`src/design/encoder_defines.vh`:
```
// Register map, field positions and reset values of the encoder interface
`ifndef ENCODER_DEFINES_VH
`define ENCODER_DEFINES_VH

// Register offsets
`define ADDR_RAMP_LATCH 8'h36
`define ADDR_MODE 8'h38
`define ADDR_POSITION 8'h39
`define ADDR_CONSTANT 8'h3a
`define ADDR_STATUS 8'h3b
`define ADDR_ENC_LATCH 8'h3c
`define ADDR_IRQ_MASK 8'h3f

// Mode register fields
`define MODE_POL_A 0
`define MODE_POL_B 1
`define MODE_POL_N 2
`define MODE_SKIP_QUAD 3
`define MODE_CONT 4
`define MODE_ONCE 5
`define MODE_EDGE_LO 6
`define MODE_EDGE_HI 7
`define MODE_CLR_ENC 8
`define MODE_LATCH_ACT 9
`define MODE_DECIMAL 10
`define MODE_WIDTH 11

// Event sensitivity codes
`define EDGE_LEVEL 2'h0
`define EDGE_RISE 2'h1
`define EDGE_FALL 2'h2
`define EDGE_BOTH 2'h3

// Status fields
`define STAT_N_EVENT 0
`define STAT_WIDTH 2

// Fraction moduli
`define FRAC_BINARY 17'h10000
`define FRAC_DECIMAL 17'h02710

// Reset values
`define RST_MODE 11'h000
`define RST_POSITION 32'h00000000
`define RST_CONSTANT 32'h00010000
`define RST_LATCH 32'h00000000
`define RST_STATUS 2'h0
`define RST_MASK 2'h0

`endif

```
`src/design/quad_step_decoder.v`:
```
// Quadrature A/B synchroniser and step decoder
`timescale 1ns/1ps
`default_nettype none

module quad_step_decoder (
   // Clock and reset
   input wire clk,
   input wire reset_n,
   // Encoder pins
   input wire enc_a,
   input wire enc_b,
   // Decoded step
   output reg step,
   output reg step_up,
   output reg step_error,
   // Settled channel levels
   output wire a_level,
   output wire b_level
);

   reg [1:0] meta_reg;
   reg [1:0] sync_reg;
   reg [1:0] prev_reg;
   reg init_reg;
   wire a_chg;
   wire b_chg;

   assign a_level = sync_reg[1];
   assign b_level = sync_reg[0];
   assign a_chg = sync_reg[1] ^ prev_reg[1];
   assign b_chg = sync_reg[0] ^ prev_reg[0];

   always @(posedge clk or negedge reset_n) begin
      if (!reset_n) begin
         meta_reg <= 2'h0;
         sync_reg <= 2'h0;
         prev_reg <= 2'h0;
         init_reg <= 1'b0;
         step <= 1'b0;
         step_up <= 1'b0;
         step_error <= 1'b0;
      end else begin
         meta_reg <= {enc_a, enc_b};
         sync_reg <= meta_reg;
         prev_reg <= sync_reg;
         init_reg <= 1'b1;
         // One channel changed: a step; both: a lost step, dropped
         step <= init_reg & (a_chg ^ b_chg);
         step_up <= ~(prev_reg[1] ^ sync_reg[0]);
         step_error <= init_reg & a_chg & b_chg;
      end
   end

endmodule

`default_nettype wire

```
`src/design/encoder_interface.v`:
```
// Incremental encoder interface: position accumulator and index latch
`timescale 1ns/1ps
`default_nettype none
`include "encoder_defines.vh"

module encoder_interface (
   // Clock and reset
   input wire clk,
   input wire reset_n,
   // Register port
   input wire [7:0] addr,
   input wire [31:0] wr_data,
   input wire wr_en,
   input wire rd_en,
   output reg [31:0] rd_data,
   // Encoder pins
   input wire enc_a,
   input wire enc_b,
   input wire enc_n,
   // Ramp generator
   input wire [31:0] ramp_actual_position,
   // Events
   output wire irq,
   output reg index_latched
);

   // Mode and data registers
   reg [`MODE_WIDTH-1:0] mode_reg;
   reg [31:0] position_reg;
   reg [31:0] position_next;
   reg [16:0] frac_reg;
   reg [16:0] frac_next;
   reg [31:0] constant_reg;
   reg [31:0] enc_latch_reg;
   reg [31:0] ramp_latch_reg;
   reg [`STAT_WIDTH-1:0] status_reg;
   reg [`STAT_WIDTH-1:0] status_next;
   reg [`STAT_WIDTH-1:0] mask_reg;
   reg once_armed_reg;

   // Index channel synchroniser
   reg n_meta_reg;
   reg n_sync_reg;
   reg n_active_prev_reg;

   // Decoder outputs
   wire step;
   wire step_up;
   wire step_error;
   wire a_level;
   wire b_level;

   // Index qualification
   wire n_active;
   wire quad_ok;
   reg index_event;
   wire do_latch;

   // Accumulator scratch
   reg [16:0] modulus;
   reg [17:0] frac_sum;
   reg carry;
   reg [31:0] int_step;

   // Register port decode
   wire wr_mode;
   wire wr_position;
   wire wr_constant;
   wire wr_status;
   wire wr_mask;
   wire rd_status;

   // Strobe qualified by an address match
   function reg_hit;
      input strobe;
      input [7:0] a;
      input [7:0] offset;
      begin
         reg_hit = strobe & (a == offset);
      end
   endfunction

   assign wr_mode = reg_hit(wr_en, addr, `ADDR_MODE);
   assign wr_position = reg_hit(wr_en, addr, `ADDR_POSITION);
   assign wr_constant = reg_hit(wr_en, addr, `ADDR_CONSTANT);
   assign wr_status = reg_hit(wr_en, addr, `ADDR_STATUS);
   assign wr_mask = reg_hit(wr_en, addr, `ADDR_IRQ_MASK);
   assign rd_status = reg_hit(rd_en, addr, `ADDR_STATUS);

   quad_step_decoder u_decoder (
      .clk(clk),
      .reset_n(reset_n),
      .enc_a(enc_a),
      .enc_b(enc_b),
      .step(step),
      .step_up(step_up),
      .step_error(step_error),
      .a_level(a_level),
      .b_level(b_level)
   );

   // Index synchroniser, first stage read only by the second
   always @(posedge clk or negedge reset_n) begin
      if (!reset_n) begin
         n_meta_reg <= 1'b0;
         n_sync_reg <= 1'b0;
      end else begin
         n_meta_reg <= enc_n;
         n_sync_reg <= n_meta_reg;
      end
   end

   assign n_active = mode_reg[`MODE_POL_N] ? n_sync_reg : ~n_sync_reg;
   assign quad_ok = mode_reg[`MODE_SKIP_QUAD] |
      ((a_level == mode_reg[`MODE_POL_A]) &
      (b_level == mode_reg[`MODE_POL_B]));

   always @* begin
      case (mode_reg[`MODE_EDGE_HI:`MODE_EDGE_LO])
         `EDGE_LEVEL: index_event = n_active;
         `EDGE_RISE: index_event = n_active & ~n_active_prev_reg;
         `EDGE_FALL: index_event = ~n_active & n_active_prev_reg;
         `EDGE_BOTH: index_event = n_active ^ n_active_prev_reg;
         default: index_event = 1'b0;
      endcase
      index_event = index_event & quad_ok;
   end

   // Latch when continuous, or once after an arming write
   assign do_latch = index_event &
      (mode_reg[`MODE_CONT] | once_armed_reg);

   // Fractional accumulation with selectable modulus
   always @* begin
      modulus = mode_reg[`MODE_DECIMAL] ? `FRAC_DECIMAL : `FRAC_BINARY;
      frac_sum = 18'h00000;
      carry = 1'b0;
      int_step = {{16{constant_reg[31]}}, constant_reg[31:16]};
      frac_next = frac_reg;
      position_next = position_reg;
      if (step) begin
         if (step_up) begin
            frac_sum = {1'b0, frac_reg} + {2'h0, constant_reg[15:0]};
            if (frac_sum >= {1'b0, modulus}) begin
               frac_sum = frac_sum - {1'b0, modulus};
               carry = 1'b1;
            end
            frac_next = frac_sum[16:0];
            position_next = position_reg + int_step + {31'h0, carry};
         end else begin
            frac_sum = {1'b0, frac_reg} - {2'h0, constant_reg[15:0]};
            if (frac_sum[17]) begin
               frac_sum = frac_sum + {1'b0, modulus};
               carry = 1'b1;
            end
            frac_next = frac_sum[16:0];
            position_next = position_reg - int_step - {31'h0, carry};
         end
      end
      if (do_latch && mode_reg[`MODE_CLR_ENC]) begin
         position_next = 32'h00000000;
         frac_next = 17'h00000;
      end
      if (wr_position) begin
         position_next = wr_data;
         frac_next = 17'h00000;
      end
   end

   // Status: hardware set wins over read or write-one clear
   always @* begin
      status_next = status_reg;
      if (rd_status)
         status_next = {`STAT_WIDTH{1'b0}};
      if (wr_status)
         status_next = status_next & ~wr_data[`STAT_WIDTH-1:0];
      if (index_event)
         status_next[`STAT_N_EVENT] = 1'b1;
   end

   assign irq = |(status_reg & mask_reg);

   always @(posedge clk or negedge reset_n) begin
      if (!reset_n) begin
         mode_reg <= `RST_MODE;
         position_reg <= `RST_POSITION;
         frac_reg <= 17'h00000;
         constant_reg <= `RST_CONSTANT;
         enc_latch_reg <= `RST_LATCH;
         ramp_latch_reg <= `RST_LATCH;
         status_reg <= `RST_STATUS;
         mask_reg <= `RST_MASK;
         once_armed_reg <= 1'b0;
         n_active_prev_reg <= 1'b0;
         index_latched <= 1'b0;
      end else begin
         n_active_prev_reg <= n_active;
         position_reg <= position_next;
         frac_reg <= frac_next;
         status_reg <= status_next;
         index_latched <= do_latch;
         if (do_latch) begin
            enc_latch_reg <= position_reg;
            if (mode_reg[`MODE_LATCH_ACT])
               ramp_latch_reg <= ramp_actual_position;
         end
         if (wr_mode) begin
            mode_reg <= wr_data[`MODE_WIDTH-1:0];
            once_armed_reg <= wr_data[`MODE_ONCE];
         end else if (do_latch) begin
            once_armed_reg <= 1'b0;
         end
         if (wr_constant)
            constant_reg <= wr_data;
         if (wr_mask)
            mask_reg <= wr_data[`STAT_WIDTH-1:0];
      end
   end

   // Read data, valid the cycle after the read strobe
   always @(posedge clk or negedge reset_n) begin
      if (!reset_n) begin
         rd_data <= 32'h00000000;
      end else if (rd_en) begin
         case (addr)
            `ADDR_MODE: rd_data <= {21'h000000, mode_reg};
            `ADDR_POSITION: rd_data <= position_reg;
            `ADDR_CONSTANT: rd_data <= constant_reg;
            `ADDR_STATUS: rd_data <= {30'h00000000, status_reg};
            `ADDR_ENC_LATCH: rd_data <= enc_latch_reg;
            `ADDR_RAMP_LATCH: rd_data <= ramp_latch_reg;
            `ADDR_IRQ_MASK: rd_data <= {30'h00000000, mask_reg};
            default: rd_data <= 32'h00000000;
         endcase
      end else begin
         rd_data <= 32'h00000000;
      end
   end

endmodule

`default_nettype wire

```
`config.mk`:
```
export PLATFORM = sky130hd
export DESIGN_NAME = encoder_interface
export DESIGN_NICKNAME = d
export VERILOG_FILES = /design/src/design/quad_step_decoder.v /design/src/design/encoder_interface.v
export VERILOG_INCLUDE_DIRS = /design/src /design/src/design
export SDC_FILE = /design/constraint.sdc
export NUM_CORES = 1
export LEC_CHECK = 0
export BUFFER_PORTS_ARGS = -buffer_cell sky130_fd_sc_hd__buf_4
export CAP_MARGIN = 30
export CORE_MARGIN = 4
export CORE_UTILIZATION = 30
export CTS_CLUSTER_SIZE = 30
export DETAILED_ROUTE_END_ITERATION = 8
export GPL_TIMING_DRIVEN = 0
export HOLD_SLACK_MARGIN = 0.05
export PLACE_DENSITY = 0.46
export SETUP_SLACK_MARGIN = 0.1
export SYNTH_ARGS = -nofsm -noshare
export SYNTH_HDL_FRONTEND = slang
export SYNTH_SLANG_ARGS = --single-unit
```
`constraint.sdc`:
```
create_clock -name clk -period 7.6 [get_ports clk]
set_input_delay 1.14 -clock clk [delete_from_list [all_inputs] [get_ports clk]]
set_output_delay 1.14 -clock clk [all_outputs]
set_load 0.05 [all_outputs]
```
==> flow_metrics.tcl <==
set metrics [dict create \
    finalHoldViolCount 0 \
    grt_max_degree 106 \
    cts_sinks 206 \
    dr.pass1.iters 8 \
    cts_hold_buffers 0 \
    avgSynthCellArea_um2 9.25 \
    clk_path_buf_depth 3 \
    place.gp.congestion 0.925 \
    worstSetupStartpointType "flop" \
    yosysSeqAreaShare_pct 34.6 \
    drcViolationCount 0 \
    synth-seq-cells 206 \
    synth_enable_flop_cells 0 \
    status "completed" \
    grtUsageTotal_pct 19.6 \
    std_cell_rows 81 \
    finClkSkew_ns 0.0153 \
    antenna_left 0 \
    fin_ws_ns 0.393 \
    port_buffers 110 \
    synthTopCellsByArea "dfrtp_1 (34%), ha_1 (12%), mux2_2 (8.9%)" \
    synth_flop_cell "dfrtp_1" \
    wl_per_cell_um 22.0 \
    report.final.slew_viol_count 0 \
    crit_top_cell "nor2_1" \
    setup_viol 0 \
    area_growth_pct 19.2 \
    syn_area_mm2 0.0149 \
    crit_required_ns 8.03 \
    fin_crit_sh_pct 94.8 \
    drt-total-wl_um 53800 \
    finalCriticalPeriod_ns 7.21 \
    htreeDepth 1 \
    ir_worst_vdd_mv 0.121 \
    grt_pass1_wl_um 81100 \
    hold_class "flop to flop" \
    fmax_mhz 139 \
    finalInstanceArea_mm2 0.0178 \
    rsz0062_at_grt "no" \
    fin_util_pct 36.2 \
    clk_pin_slew_ns 0.06 \
    power.leakage_nw 7.86 \
    die_h_um 231 \
    path_buf_inv 5 \
    synth_top_area_cell "dfrtp_1" \
    critPathMaxStageDelay_ns 0.50 \
    antenna_found_initial 0 \
    arrival_ns 7.63 \
    grt_pass1_vias 12800 \
    cts_tree "built" \
    nNetsFinal 1985 \
    crit_type "flop to flop" \
    dpl_cell_area_mm2 0.0166 \
    vias 12900 \
    crit_fanout 10 \
    die-area_mm2 0.0533 \
    cap_violations 0 \
    slowest_stage "dfrtp_1" \
    numCtsBuffers 26 \
    netlist_top_cells_count "dfrtp_1 (205), a21oi_1 (165), inv_1 (143)" \
    insertion_delay_ns 0.54 \
    num_antenna_cells 0 \
    avgViaCountPerCell 5.28 \
    boundaryPins 113 \
    hpwl_um 42700 \
    worst_pin_slew_ns 1.10 \
    fp.dieW_um 231 \
    syn_nets 1833 \
    power_density_mw_per_mm2 326 \
    ys_async_sr_fraction_pct 100 \
    final_layout_size_suffix_gt1_share_pct 19.1 \
    slew_headroom_pct 25.8 \
    synth_warnings 0 \
    grt-ovfl-total 0 \
    pre_cts_ws_ns -0.426 \
    core_mm2 0.0491 \
    endpoint_kind "flop" \
    initialDrtViolationCount 1137 \
    synth.most_common_cell "dfrtp_1" \
    cp_top_family "compound AO/OA/AOI/OAI gates" \
    cts-root-buf "clkbuf_16" \
    synthCells 1611 \
    start_util_pct 30.4 \
    synth_top_area_share_pct 34.4 \
    yosysUniqueCellTypes 79 \
]
worst reg2reg max path: cells and delay by family (launching register included):
family          cells  cell delay (ns)
compound gates     14             3.36
xor+xnor            2             0.31
fa+ha+maj           3             1.07
buf+inv             5             0.69
flops               1             0.50
simple gates        8             1.19
layout make-up:
| class | count | area, um2 |
|---|---|---|
| plain buffers | 70 | 294 |
| clock buffers | 34 | 731 |
| clock inverters | 10 | 176 |
| fillers | 5084 | 31300 |
| inverters | 144 | 541 |
| multi-input cells | 1191 | 9060 |
| flip-flops and latches | 206 | 5160 |
| well taps | 664 | 831 |
| repair buffers | 124 | 973 |
stage by stage:
| step | hold slack, ns | std cells | TNS (ns) | power (mW) |
|---|---|---|---|---|
| 3_5_place_dp | 0.336 | 2391 | -1.49 | 4.39 |
| 6_report | 0.348 | 2443 | 0 | 5.80 |
| 4_1_cts | 0.350 | 2436 | 0 | 5.75 |
| 2_1_floorplan | 0.331 | 1611 | 0 | 3.57 |
| 3_3_place_gp | 0.337 | 2385 | -1.65 | 4.36 |
| 5_1_grt | 0.350 | 2443 | 0 | 6.22 |
what timing repair did:
action / 4_1_cts / 5_1_grt
buffers inserted: 1 / 7
gates resized for setup: 13 / 29
setup endpoints to repair: 10 / 14
pin swaps: 1 / 14
cell usage in the layout (no fill, tap or decap), types with 20 or more instances in the layout:
cell type,n
a21o_1,30
a21oi_1,163
a222oi_1,30
buf_4,120
clkbuf_1,56
clkbuf_16,26
dfrtp_1,202
ha_1,135
inv_1,143
mux2_2,118
nand2_1,118
nand3_1,22
nor2_1,98
nor3_1,28
o211ai_1,20
o21ai_0,62
o21bai_1,22
xnor2_1,69
xor2_1,26
power by group:
part	leakage [nW]	internal [mW]	switching, mW
sequential	2.60	1.29	0.285
clock	0.444	0.812	0.510
combinational	4.82	1.19	1.72
total	7.86	3.29	2.51
layer usage:
layer  global-route usage (%)  vias to the layer above  share of wire, %
li1                         -                     6114                 -
met1                     28.2                     6427                48
met2                     32.6                      320                47
met3                     1.81                       46               4.0
met4                     2.84                        0               1.3
met5                        0                        -                 0
cells by family after synthesis:
family / after synthesis / synth area share [%]
muxes: 128 / 9.75
and+or+nand+nor: 355 / 11.1
other: 1 / 0.0252
adders and majority gates: 143 / 12.3
DFF: 206 / 34.6
xor gates and xnor gates: 96 / 5.69
AOI/OAI and AO/OA: 468 / 20.9
buffers and inverters: 214 / 5.59
path summary, 6_finish.rpt:
kind                            depth (start not counted)             startpoint  slack, ns                     to
min in group asynchronous                               1                reset_n       0.59  u_decoder.meta_reg[0]
worst min-delay path                                    0  u_decoder.meta_reg[0]       0.35  u_decoder.sync_reg[0]
max in group asynchronous                               2                reset_n       5.93             rd_data[8]
worst max register to register                         32        constant_reg[9]       0.39       position_reg[31]
worst min register to register                          0  u_decoder.meta_reg[0]       0.35  u_decoder.sync_reg[0]
worst max-delay path                                   32        constant_reg[9]       0.39       position_reg[31]
Note: power is estimated with default switching activity, not from simulation.
